File: src/shared/socr_pkg.sv
// Constants for the sensor offset, gain and readout core.
// Assumes sample levels arrive as 10-bit codes in conversion LSB units.
package socr_pkg;
    // ==================================================
    // Data widths
    localparam int CODE_W = 10;
    localparam int GAIN_W = 8;
    localparam int MAG_W = 4;
    // ==================================================
    // Arithmetic scale: values carried in hundredths of an LSB
    localparam logic signed [17:0] CENTI = 18'sh00064;
    localparam logic signed [17:0] OFFSET_STEP = 18'sh000A8;
    localparam logic [16:0] GAIN_UNITY = 17'h06400;
    localparam logic [16:0] GAIN_SLOPE = 17'h000C6;
    localparam logic signed [39:0] GAIN_DIV = 40'sh0000271000;
    localparam logic signed [39:0] ADD_OFFSET = 40'sh0000000008;
    localparam logic signed [39:0] RESULT_MAX = 40'sh00000003FF;
    localparam logic signed [17:0] OFFSET_LIMIT = 18'sh009D8;
    // ==================================================
    // Timing and reset values
    localparam int DONE_LOW_CYCLES = 4;
    localparam logic [9:0] RESULT_RESET = 10'h000;
endpackage

File: src/core/socr_core.sv
// Pixel path: polarity select, offset DAC, per-pixel gain, offset add,
// 10-bit result with conversion-done strobe and read-gated bus drive.
// Assumes all inputs are asynchronous pins; one clock, clk.
// Operation
// - Polarity bit clear samples positive-going input; set samples negative-going input.
// - Offset DAC: sign plus 4-bit magnitude, 31 steps, -25.2 to +25.2 LSB.
// - Gain per pixel is one plus code over 256 times 1.98.
// - Offset add bit set adds eight LSB after the gain stage.
// - Each pixel gives a 10-bit result; done output falls when ready.
// - Active-low read input switches the result bus between driving and released.
`timescale 1ns/10ps
module socr_core #(
    parameter int BUF_DEPTH = 2
) (
    // Clock and reset
    input wire logic clk,
    input wire logic rstn,
    // Sampled sensor levels and sample strobe
    input wire logic [9:0] signal_level,
    input wire logic [9:0] reset_level,
    input wire logic sample_strobe,
    // Configuration bits
    input wire logic polarity_ccd,
    input wire logic offset_sign,
    input wire logic [3:0] offset_mag,
    input wire logic offset_add,
    // Per-pixel gain code
    input wire logic [7:0] gain_correction_bus,
    // Readout control
    input wire logic read_n,
    input wire logic result_stall,
    // Results
    output logic [9:0] pixel_result_bus_out,
    output logic pixel_result_bus_oe,
    output logic conv_done_n,
    output logic sample_ready
);
    initial
    begin
        if (BUF_DEPTH != 2)
            $error("BUF_DEPTH must be 2");
    end

    // ==================================================
    // Input synchronisers
    localparam int SYN_W = 38;
    logic [SYN_W-1:0] sync1;
    logic [SYN_W-1:0] sync2;
    logic strobe_q;
    logic pulse;
    logic [9:0] s_sig;
    logic [9:0] s_ref;
    logic s_pol;
    logic s_sign;
    logic [3:0] s_mag;
    logic s_add;
    logic [7:0] s_code;
    logic s_read_n;
    logic s_stall;

    // Two flops on every pin, third flop for strobe edge
    always_ff @(posedge clk or negedge rstn)
    begin
        if (!rstn)
        begin
            // Read pin idles high, so the bus stays released after reset
            sync1 <= {{(SYN_W-2){1'b0}}, 2'b10};
            sync2 <= {{(SYN_W-2){1'b0}}, 2'b10};
            strobe_q <= 1'b0;
        end
        else
        begin
            sync1 <= {signal_level, reset_level, sample_strobe, polarity_ccd, offset_sign,
                offset_mag, offset_add, gain_correction_bus, read_n, result_stall};
            sync2 <= sync1;
            strobe_q <= sync2[17];
        end
    end

    assign {s_sig, s_ref} = sync2[37:18];
    assign {s_pol, s_sign, s_mag, s_add, s_code, s_read_n, s_stall} = sync2[16:0];
    assign pulse = sync2[17] && !strobe_q;

    // ==================================================
    // Arithmetic stages
    logic a_valid;
    logic signed [17:0] a_v;
    logic [16:0] a_factor;
    logic a_add;
    logic b_valid;
    logic [9:0] b_word;
    logic next_a_valid;
    logic signed [17:0] next_a_v;
    logic [16:0] next_a_factor;
    logic next_a_add;
    logic next_b_valid;
    logic [9:0] next_b_word;
    logic signed [10:0] raw;
    logic signed [17:0] off_c;
    logic signed [39:0] prod;
    logic signed [39:0] lin_noadd;
    logic signed [39:0] lin;
    logic advance;
    logic fifo_full;

    // Polarity, offset and gain arithmetic
    always_comb
    begin
        advance = !b_valid || !fifo_full;
        raw = s_pol ? ($signed({1'b0, s_ref}) - $signed({1'b0, s_sig}))
                    : ($signed({1'b0, s_sig}) - $signed({1'b0, s_ref}));
        off_c = $signed({14'h0000, s_mag}) * socr_pkg::OFFSET_STEP;
        if (s_sign)
            off_c = -off_c;
        prod = $signed({{22{a_v[17]}}, a_v}) * $signed({23'h000000, a_factor});
        lin_noadd = prod / socr_pkg::GAIN_DIV;
        lin = a_add ? lin_noadd + socr_pkg::ADD_OFFSET : lin_noadd;
        next_a_valid = a_valid;
        next_a_v = a_v;
        next_a_factor = a_factor;
        next_a_add = a_add;
        next_b_valid = b_valid;
        next_b_word = b_word;
        if (advance)
        begin
            next_a_valid = pulse;
            next_a_v = $signed({{7{raw[10]}}, raw}) * socr_pkg::CENTI + off_c;
            next_a_factor = socr_pkg::GAIN_UNITY + {9'h000, s_code} * socr_pkg::GAIN_SLOPE;
            next_a_add = s_add;
            next_b_valid = a_valid;
            // Clamp to the 10-bit code range
            if (lin < 0)
                next_b_word = 10'h000;
            else if (lin > socr_pkg::RESULT_MAX)
                next_b_word = 10'h3FF;
            else
                next_b_word = lin[9:0];
        end
    end

    // Stage registers
    always_ff @(posedge clk or negedge rstn)
    begin
        if (!rstn)
        begin
            a_valid <= 1'b0;
            a_v <= '0;
            a_factor <= '0;
            a_add <= 1'b0;
            b_valid <= 1'b0;
            b_word <= socr_pkg::RESULT_RESET;
        end
        else
        begin
            a_valid <= next_a_valid;
            a_v <= next_a_v;
            a_factor <= next_a_factor;
            a_add <= next_a_add;
            b_valid <= next_b_valid;
            b_word <= next_b_word;
        end
    end

    // ==================================================
    // Two-entry result buffer
    logic [9:0] buf_mem [BUF_DEPTH];
    logic wr_ptr;
    logic rd_ptr;
    logic [1:0] count;
    logic next_wr_ptr;
    logic next_rd_ptr;
    logic [1:0] next_count;
    logic push;
    logic pop;

    // Pointer and occupancy update
    always_comb
    begin
        fifo_full = (count == 2'h2);
        push = b_valid && !fifo_full;
        next_wr_ptr = push ? !wr_ptr : wr_ptr;
        next_rd_ptr = pop ? !rd_ptr : rd_ptr;
        next_count = count + {1'b0, push} - {1'b0, pop};
    end

    // Buffer storage and pointers
    always_ff @(posedge clk or negedge rstn)
    begin
        if (!rstn)
        begin
            wr_ptr <= 1'b0;
            rd_ptr <= 1'b0;
            count <= 2'h0;
            buf_mem[0] <= socr_pkg::RESULT_RESET;
            buf_mem[1] <= socr_pkg::RESULT_RESET;
        end
        else
        begin
            wr_ptr <= next_wr_ptr;
            rd_ptr <= next_rd_ptr;
            count <= next_count;
            if (push)
                buf_mem[wr_ptr] <= b_word;
        end
    end

    // ==================================================
    // Result output and done strobe
    typedef enum logic [0:0] {OUT_IDLE, OUT_LOW} socr_out_t;
    socr_out_t state;
    socr_out_t next_state;
    logic [2:0] hold;
    logic [2:0] next_hold;
    logic [9:0] next_data;
    logic next_done_n;
    logic next_oe;
    logic next_ready;

    // Present one word per done-low window
    always_comb
    begin
        next_state = state;
        next_hold = hold;
        next_data = pixel_result_bus_out;
        next_done_n = conv_done_n;
        pop = 1'b0;
        unique case (state)
            OUT_IDLE:
            begin
                if (count != 2'h0 && !s_stall)
                begin
                    pop = 1'b1;
                    next_data = buf_mem[rd_ptr];
                    next_done_n = 1'b0;
                    next_hold = 3'(socr_pkg::DONE_LOW_CYCLES - 1);
                    next_state = OUT_LOW;
                end
            end
            OUT_LOW:
            begin
                if (hold == 3'h0)
                begin
                    next_done_n = 1'b1;
                    next_state = OUT_IDLE;
                end
                else
                    next_hold = hold - 3'h1;
            end
        endcase
        next_oe = !s_read_n;
        next_ready = !(next_count == 2'h2);
    end

    // Output registers
    always_ff @(posedge clk or negedge rstn)
    begin
        if (!rstn)
        begin
            state <= OUT_IDLE;
            hold <= 3'h0;
            pixel_result_bus_out <= socr_pkg::RESULT_RESET;
            conv_done_n <= 1'b1;
            pixel_result_bus_oe <= 1'b0;
            sample_ready <= 1'b1;
        end
        else
        begin
            state <= next_state;
            hold <= next_hold;
            pixel_result_bus_out <= next_data;
            conv_done_n <= next_done_n;
            pixel_result_bus_oe <= next_oe;
            sample_ready <= next_ready;
        end
    end

    // ==================================================
    // Checks
    a_polarity_select: assert property (@(posedge clk) disable iff (!rstn)
        (pulse && advance && s_mag == 4'h0) |=> a_v == ($past(s_pol) ?
        ($signed({8'h00, $past(s_ref)}) - $signed({8'h00, $past(s_sig)})) * 18'sd100
        : ($signed({8'h00, $past(s_sig)}) - $signed({8'h00, $past(s_ref)})) * 18'sd100))
        else $error("sampled difference ignores polarity");
    a_offset_range: assert property (@(posedge clk) disable iff (!rstn)
        off_c <= socr_pkg::OFFSET_LIMIT && off_c >= -socr_pkg::OFFSET_LIMIT
        && (off_c % socr_pkg::OFFSET_STEP) == 0)
        else $error("offset outside step grid");
    a_gain_unity: assert property (@(posedge clk) disable iff (!rstn)
        (advance && a_valid && a_factor == socr_pkg::GAIN_UNITY && !a_add
        && a_v >= 0 && a_v <= 18'sd102300 && (a_v % 100) == 0)
        |=> b_word == $past(a_v) / 100)
        else $error("code zero is not unity gain");
    a_add_eight: assert property (@(posedge clk) disable iff (!rstn)
        (advance && a_add && lin_noadd >= 0 && lin_noadd <= 40'sd1015)
        |=> b_word == $past(lin_noadd[9:0]) + 10'h008)
        else $error("offset add not eight LSB");
    a_done_word_ready: assert property (@(posedge clk) disable iff (!rstn)
        $fell(conv_done_n) |-> $past(count) != 2'h0 ##1 !conv_done_n [*3] ##1 conv_done_n)
        else $error("done strobe without word or wrong width");
    a_word_stable_low: assert property (@(posedge clk) disable iff (!rstn)
        (!conv_done_n && $past(!conv_done_n)) |-> $stable(pixel_result_bus_out))
        else $error("result changed while done low");
    a_read_drives_bus: assert property (@(posedge clk) disable iff (!rstn)
        $fell(read_n) |-> ##3 pixel_result_bus_oe)
        else $error("bus not driven after read");
    a_read_releases_bus: assert property (@(posedge clk) disable iff (!rstn)
        $rose(read_n) |-> ##3 !pixel_result_bus_oe)
        else $error("bus not released after read");
endmodule

File: config.mk
export PLATFORM = sky130hd
export DESIGN_NAME = socr_core
export DESIGN_NICKNAME = d
export VERILOG_FILES = /design/src/shared/socr_pkg.sv /design/src/core/socr_core.sv
export SDC_FILE = /design/constraint.sdc
export NUM_CORES = 1
export LEC_CHECK = 0
export CORE_MARGIN = 4
export CORE_UTILIZATION = 40
export CTS_BUF_LIST = sky130_fd_sc_hd__clkbuf_4 sky130_fd_sc_hd__clkbuf_8
export DETAILED_ROUTE_END_ITERATION = 16
export DONT_BUFFER_PORTS = 1
export GPL_TIMING_DRIVEN = 1
export PLACE_DENSITY_LB_ADDON = 0.05
export REMOVE_ABC_BUFFERS = 1
export SYNTH_ARGS = -nofsm -noshare
export SYNTH_HDL_FRONTEND = slang
export SYNTH_SLANG_ARGS = --single-unit
File: constraint.sdc
create_clock -name clk -period 32.1 [get_ports clk]
set_input_delay 3.21 -clock clk [delete_from_list [all_inputs] [get_ports clk]]
set_output_delay 3.21 -clock clk [all_outputs]
set_load 0.1 [all_outputs]
* Word-level counts from Yosys, hierarchy flattened *
Cells that the tools add are included.

cells by class
  reductions and logical operators = 18
  equal/unequal tests = 5
  $add $sub $neg = 9
  multiplexer cells = 21
  shift operators = 0
  magnitude comparators = 5
  multiply operators = 4
  bitwise gates (word level) = 3
  div/mod/pow operators = 1

operators by type and width
  kind                                                                           number
  10-bit two-way mux                                                             6
  40-bit by 5-bit adder with 40-bit output, second input constant                1
  40-bit by 23-bit divider with 40-bit output, second input constant             1
  40-bit by 11-bit > comparator with 1-bit output, second input constant         1
  40-bit by 1-bit less-than comparator with 1-bit output, second input constant  1
  40-bit two-way mux                                                             1
  18-bit by 18-bit multiplier with 36-bit output                                 1
  10-bit by 10-bit subtractor with 11-bit output                                 2
  20-bit bitwise mux                                                             1
  18-bit adder                                                                   1
  18-bit two-way mux                                                             1
  12-bit negator with 18-bit output                                              1
  15-bit by 16-bit adder with 17-bit output, first input constant                1
  11-bit by 6-bit multiplier with 16-bit output, second input constant           1
  8-bit by 7-bit multiplier with 15-bit output, second input constant            1
  11-bit two-way mux                                                             1
  10-bit demux with 1-bit select                                                 1
  4-bit by 5-bit multiplier with 9-bit output, second input constant             1
  1-bit logical NOT                                                              8
  3-bit two-way mux                                                              2
  3-bit case mux with 2 select lines                                             1
  2-bit AND reduction                                                            3
  1-bit two-way mux                                                              5
  2-bit == test, second input constant                                           2
  14 further kinds                                                               21

storage, ports and cells
  output and inout bits = 13
  memories kept = 0
  flip-flop bits (word level) = 166
  word-level logic and storage cells = 86
  memory bits (writable) = 0
  latch bits = 0
  bits of input ports = 40
  ROM bits = 0

* Longest topological paths before layout *
Gate-level depths: netlist of run 1.

  depth in word-level cells = 7
  mapped depth = 94
  gate-level depth less buffers = 78

* Least setup slack after synthesis of run 1 *
Ideal clock, no wire load.

  path type = register to register
  start = register a_v[17]
  end = register b_word[1]
  data required time = 31.958 ns
  path slack = 11.749 ns
  buffers on the path = 5
  data arrival time = 20.209 ns
  period minus slack after synthesis = 20.351 ns
  setup time = 0.142 ns
  stages on the path, launching flop included = 79
  cells stage by stage = dfrtp_1 -> clkbuf_1 -> nand2_1 -> fa_1 -> inv_1 -> fa_1 -> fa_1 -> fa_1 -> fa_1 -> inv_1 -> fa_1 -> inv_1 -> ha_1 -> clkbuf_1 -> o211ai_1 -> o21ai_0 -> nor2b_1 -> nand3_1 -> (+43 left out) -> o311ai_2 -> a21oi_2 -> a21oi_1 -> o211ai_2 -> a21oi_1 -> nor2_1 -> ha_1 -> inv_1 -> nor4_1 -> nand2b_1 -> o21ai_0 -> xnor2_1 -> nand4_1 -> o32ai_2 -> nand3_1 -> or3_1 -> o31ai_4 -> a31oi_1

between the ends
  longest elaborated chain between the ends = 7
  elaborated cells between the ends (all ways) = 8
  those cells by class = add/sub (1); mul (1); div (1); order compare (2); mux (3)

RTL lines
  item                                              line              RTL
  start: declaration                                socr_core.sv:87   logic signed [17:0] a_v;
  start signal: assignment                          socr_core.sv:156  a_v <= next_a_v;
  18-bit by 18-bit multiplier with 36-bit output *  socr_core.sv:115  prod = $signed({{22{a_v[17]}}, a_v}) * $signed({23'h000000, a_factor});
  40-bit by 23-bit divider with 40-bit output *     socr_core.sv:116  lin_noadd = prod / socr_pkg::GAIN_DIV;
  40-bit by 5-bit adder with 40-bit output          socr_core.sv:117  lin = a_add ? lin_noadd + socr_pkg::ADD_OFFSET : lin_noadd;
  40-bit two-way mux *                              socr_core.sv:117
  40-bit by 11-bit > comparator with 1-bit output   socr_core.sv:134  else if (lin > socr_pkg::RESULT_MAX)
  10-bit two-way mux                                socr_core.sv:134
  10-bit two-way mux *                              socr_core.sv:132  if (lin < 0)
  end signal: assignment                            socr_core.sv:151  b_word <= socr_pkg::RESULT_RESET;
  end signal: assignment                            socr_core.sv:160  b_word <= next_b_word;
  end: declaration                                  socr_core.sv:91   logic [9:0] b_word;

Every way passes the cells marked *; elsewhere a longest branch is shown, timed or not.
A chain may end at the register's enable or synchronous reset.

* Final worst setup path of run 1 *
  start = register a_factor[9]
  end = register b_word[6]

between the ends
  longest elaborated chain between the ends = 7
  elaborated cells between the ends (all ways) = 8
  those cells by class = add/sub (1); mul (1); div (1); order compare (2); mux (3)

RTL lines
  item                                              line              RTL
  start: declaration                                socr_core.sv:88   logic [16:0] a_factor;
  start signal: assignment                          socr_core.sv:157  a_factor <= next_a_factor;
  18-bit by 18-bit multiplier with 36-bit output *  socr_core.sv:115
  40-bit by 23-bit divider with 40-bit output *     socr_core.sv:116
  40-bit by 5-bit adder with 40-bit output          socr_core.sv:117
  40-bit two-way mux *                              socr_core.sv:117
  40-bit by 11-bit > comparator with 1-bit output   socr_core.sv:134
  10-bit two-way mux                                socr_core.sv:134
  10-bit two-way mux *                              socr_core.sv:132

Marked as above.

==> results of run 1 <==
worst paths after layout:
kind,end,cells past startpoint
min reg2reg,sync2[18]$_DFF_PN0_,0
min,sync2[18]$_DFF_PN0_,0
max reg2reg,b_word[6]$_DFFE_PN0P_,77
max in group asynchronous,conv_done_n$_DFFE_PN1P_,0
min in group asynchronous,sync2[37]$_DFF_PN0_,0
max,b_word[6]$_DFFE_PN0P_,77
through the flow:
stage	util	instance area [um2]	worst slack, ps	std cells
after floorplan	-	27100	8610	3066
after global placement	0.415	28500	6840	4015
after detailed placement	0.415	28500	6240	4015
after CTS	0.422	28900	6130	4047
after global routing	0.422	28900	3590	4047
final	0.422	28900	5790	4047
metal layers:
metal	track usage	routed length, um	share of wire	vias up
li1	-	-	-	10700
met1	0.287	35200	0.48	11200
met2	0.340	34700	0.47	435
met3	0.0271	2840	0.038	61
met4	0.0356	987	0.013	2
met5	0	13	0.00018	-
logic make-up (layout without fill, tap and decap cells):
family                   Yosys count  count (layout)  synth area share
adder cells (fa/ha/maj)          511             511             0.307
buffers and inverters            603             543            0.0852
multiplexers                      67              67            0.0262
AND/OR/NAND/NOR                  927             927             0.177
AO/OA/AOI/OAI                    714             714             0.193
XOR/XNOR                         191             191            0.0641
flip-flops                       163             163             0.148
area by class of cell:
cell class	instances	share of cell area
clock buffer	17	0.00809
clock inverter	15	0.00749
inverter	493	0.0640
multi-input combinational	2410	0.734
sequential	163	0.141
tap	931	0.0403
timing repair buffer	18	0.00467
flip-flops by register name, indices dropped and copies added, names as in the netlist, 2 cells and up:
| register | cells |
|---|---|
| a_factor | 16 |
| buf_mem | 20 |
| a_v | 16 |
| sync1 | 38 |
| pixel_result_bus_out | 10 |
| b_word | 10 |
| hold | 3 |
| count | 2 |
| sync2 | 38 |
cell usage in the layout (no fill, tap or decap), types with 11 or more instances in the layout:
master	netlist	layout
nand3_1	55	55
fa_1	281	281
ha_1	222	222
o21bai_1	18	18
mux2_2	37	37
xnor2_1	142	141
nor4_1	24	24
a21oi_1	168	168
buf_4	8	18
nand4_1	19	19
o21ai_0	99	99
a21o_1	33	33
o211ai_1	23	23
o211a_1	13	13
clkbuf_8	0	17
nor2b_1	21	21
xor2_1	41	40
inv_1	492	492
dfrtp_1	159	159
o31ai_1	17	17
o21a_1	35	35
nand2b_1	25	25
or3_1	21	21
a31oi_1	40	40
nor2_1	159	159
nor3_1	70	69
a211oi_1	27	26
a211o_1	11	11
o2111ai_1	11	11
o21ai_1	23	23
nand2_1	235	235
and2_1	189	189
and3_1	21	21
mux2i_1	27	27
worst register-to-register path: cells and delay by family (launching register included):
kind            cells  cell delay [ps]
flops               1              900
simple gates       19             4940
compound gates     40            14220
xor+xnor            3             1830
fa+ha+maj           8             3810
buf+inv             7              530
==> results.ini, run 1 <==
[final_layout]
fill_cells = 6973
num_antenna_cells = 0
regArea_um2 = 4080
final_nets = 3646
layout-drive-gt1-share = 0.0693
area_growth_pct = 4.60
multi_input_area_um2 = 21200

[sta]
rsz0062_at_grt = false
fin_crit_sh = 0.820
worst_pin_slew_ps = 1090
period_minus_slack_ps = 26310
slew_viol_final = 0
fin_skew_ps = 26.0
setup-tns-final_ps = 0
relSlewSlack = 0.267
setup_viol_count_final = 0
hold_ws_ps = 346
finalHoldViolCount = 0
max_freq_ghz = 0.0380

[worst_setup_path]
crit_required_ps = 32540
path_buf_inv = 7
cp.arrival_ps = 26760
reg2reg_slack_ps = 5790
crit_fanout = 23
crit_start = a_factor[9]$_DFFE_PN0P_
worstSetupStartpointType = register
max_stage_delay_ps = 900
crit_slowest_cell = dfrtp_1
crit_type = reg -> reg
cp-end-kind = register
r2r-start = a_factor[9]$_DFFE_PN0P_
path_delay_family = compound AO/OA/AOI/OAI gates

[clock_network]
hold_buffers = 0
cts_num_sinks = 163
cts_resized = 0
path_clk_slew_ps = 120
cts.path.max_buffers = 2
post-cts-setup-buffer-count = 0
cts_tree = built
root_buffer = clkbuf_8
htree_num_levels = 4
insertion_delay_ps = 520
cts_buffers = 17

[flow_run]
maxCapViolCount = 0

[yosys]
synth-async-reset-ratio = 1.00
yosysSeqAreaShare = 0.148
ys_top_cells_by_count = inv_1 (492), fa_1 (281), nand2_1 (235)
synth.area.top_cells = fa_1 (20%), dfrtp_1 (14%), ha_1 (10%)
synth_cell_types = 139
synth_warnings = 0
synth_area_um2 = 27600
syn_inst = 3176
yosys_register_bits = 163
yosysMostFrequentCell = inv_1
synth_edf_count = 0
syn_area_per_cell_um2 = 8.70
synth_top_area_share = 0.203
synth-main-ff-cell = dfrtp_1
yosysTopAreaCell = fa_1

[run_status]
status = completed

[routing]
via_count = 22300
wire_per_inst_um = 18.2
wirelength_um = 73800
first_iter_violations = 1384
vias_per_cell = 5.52
drtPass1Iterations = 6
drc = 0
ant_nets = 0

[floorplan]
die_height_um = 271
initial_core_util = 0.403
die_area_um2 = 73400
num_rows = 96
die_w_um = 271
core-area_um2 = 68600
ios = 53

[global_routing]
grt_max_degree = 164
grt_pass1_vias = 23000
grt_pass1_wl_um = 122000
gr-total-overflow = 0
antenna_found_initial = 2
grt_usage = 0.204

[place]
port_buffers = 0
hpwlAfterDp_um = 60400
gp_congestion = 0.890

[worst_hold_path]
hold_class = reg -> reg
holdCritStartpoint = sync1[18]$_DFF_PN0_

Power of run 1 is not shown: default switching activity piles up to over one toggle a cycle in this logic, so the estimate is an artifact.
==> inputs of run 2 (changes only) <==
==> constraint.sdc (replaced) <==
create_clock -name clk -period 22.1 [get_ports clk]
set_input_delay 2.21 -clock clk [delete_from_list [all_inputs] [get_ports clk]]
set_output_delay 2.21 -clock clk [all_outputs]
set_load 0.1 [all_outputs]
==> results.ini, run 2 (synthesized netlist as in run 1, its figures left out) <==
[worst_setup_path]
r2r-start = a_v[8]$_DFFE_PN0P_
crit_slowest_cell = or4_1
crit_required_ps = 22470  ; -10,070 ps
crit_top_cell = fa_1
worstSetupStartpointType = register
r2r_end = b_word[5]$_DFFE_PN0P_
crit_fanout = 13  ; -43%
crit_path_end = b_word[5]$_DFFE_PN0P_
cp.arrival_ps = 21430  ; -5330 ps
crit_type = reg -> reg
crit_start = a_v[8]$_DFFE_PN0P_
max_stage_delay_ps = 580  ; -320 ps
r2r_cells = 76  ; -1.3%
reg2reg_slack_ps = 1040  ; -4750 ps
cp-end-kind = register

[global_routing]
grt_max_degree = 164  ; unchanged
antenna_found_initial = 4  ; +2
gr-total-overflow = 0  ; unchanged
grt_pass1_wl_um = 125000  ; +2.3%
grt_usage = 0.208  ; +0.00430
grt_pass1_vias = 23600  ; +3.0%

[worst_hold_path]
hold_class = reg -> reg
whs_path_depth = 0  ; unchanged
holdCritStartpoint = sync1[22]$_DFF_PN0_

[final_layout]
fill_cells = 6820  ; -2.2%
final_nets = 3843  ; +5.4%
design_area_um2 = 31200  ; +7.8%
layout-drive-gt1-share = 0.161  ; +0.0922
final_cells = 4244  ; +4.9%
final_util = 0.455  ; +0.0330
area_growth_pct = 12.8
num_antenna_cells = 0  ; unchanged
layout_commonest_cell = inv_1
final_cell_mix = inv_1 (492), fa_1 (277), nand2_1 (235)
reg.largest.list = sync1 (38), sync2 (38), buf_mem (20)

[place]
place_ws_ps = -523  ; -6760 ps
hpwlAfterDp_um = 62700  ; +3.8%
gp_congestion = 0.885  ; -0.55%
dpl_cell_area_um2 = 29500  ; +3.7%
port_buffers = 0  ; unchanged
place_inst = 4154  ; +3.5%

[run_status]
status = completed

[floorplan]
core-area_um2 = 68600  ; unchanged
die_height_um = 271  ; unchanged
die_w_um = 271  ; unchanged
num_rows = 96  ; unchanged
initial_core_util = 0.403  ; unchanged
die_area_um2 = 73400  ; unchanged
ios = 53  ; unchanged

[sta]
max_freq_ghz = 0.0475  ; +25%
worst_pin_slew_ps = 1090  ; -8.62 ps
relSlewSlack = 0.273  ; +0.00611
setup_viol_count_final = 0  ; unchanged
fin_crit_sh = 0.953  ; +0.133
slew_viol_final = 0  ; unchanged
fin_skew_ps = 14.2  ; -11.8 ps
period_minus_slack_ps = 21060  ; -5250 ps
post-route-worst-setup-slack_ps = 1040  ; -4750 ps
finalHoldViolCount = 0  ; unchanged

[clock_network]
cts.path.max_buffers = 2  ; unchanged
cts_num_sinks = 163  ; unchanged
cts_tree = built
root_buffer = clkbuf_8
path_clk_slew_ps = 90  ; -30 ps
hold_buffers = 0  ; unchanged
insertion_delay_ps = 520  ; about the same
htree_num_levels = 4  ; unchanged
cts_buffers = 17  ; unchanged

[routing]
first_iter_violations = 1272  ; -8.1%
drtPass1Iterations = 7  ; +1
drc = 0  ; unchanged
ant_nets = 0  ; unchanged
vias_per_cell = 5.42  ; -1.7%
wirelength_um = 75900  ; +2.9%
via_count = 23000  ; +3.1%
wire_per_inst_um = 17.9  ; -1.8%

[flow_run]
maxCapViolCount = 0  ; unchanged

-- run 2: per-stage QoR --
| stage | hold slack (ps) | setup TNS (ps) |
|---|---|---|
| after detailed placement | 335 | -5070 |
| after global routing | 361 | -692 |
| after global placement | 332 | -1180 |
| final | 345 | 0 |
| after CTS | 350 | 0 |
| after floorplan | 331 | -13920 |
-- run 2: layer usage --
layer  routed length, um  global-route usage
met3                3080              0.0263
met5                  12                   0
met4                1140              0.0399
met2               35500               0.344
met1               36200               0.295
-- run 2: worst min path at each step --
| stage | endpoint |
|---|---|
| after global routing | sync2[16]$_DFF_PN0_ |
| after CTS | sync2[22]$_DFF_PN0_ |
| after floorplan | sync2[0]$_DFF_PN0_ |
| after detailed placement | sync2[16]$_DFF_PN0_ |
| after global placement | sync2[8]$_DFF_PN0_ |
| final | sync2[22]$_DFF_PN0_ |
-- run 2: critical path, delay by kind of cell (launching register included) --
kind,cells,cell delay [ps]
AOI/OAI and AO/OA,43,10550
xor gates and xnor gates,3,610
adders and majority gates,9,4080
buffers and inverters,7,920
DFF,1,520
and+or+nand+nor,14,4180
-- run 2: timing repair --
item | in CTS | in global routing
cloned | 0 | 1
gates resized for setup | 17 | 150
pin swaps | 1 | 38
setup buffers | 1 | 56
endpoints found under the setup margin | 10 | 10
-- run 2: cell type report --
class	count	area (um2)	share of cell area
clock inverter	10	100	0.00321
multi-input combinational	2411	22000	0.706
sequential	163	4110	0.132
tap	931	1160	0.0374
inverter	493	1850	0.0594
timing repair buffer	214	1650	0.0529
clock buffer	22	290	0.00931
Power of run 2 is left out for the same reason.
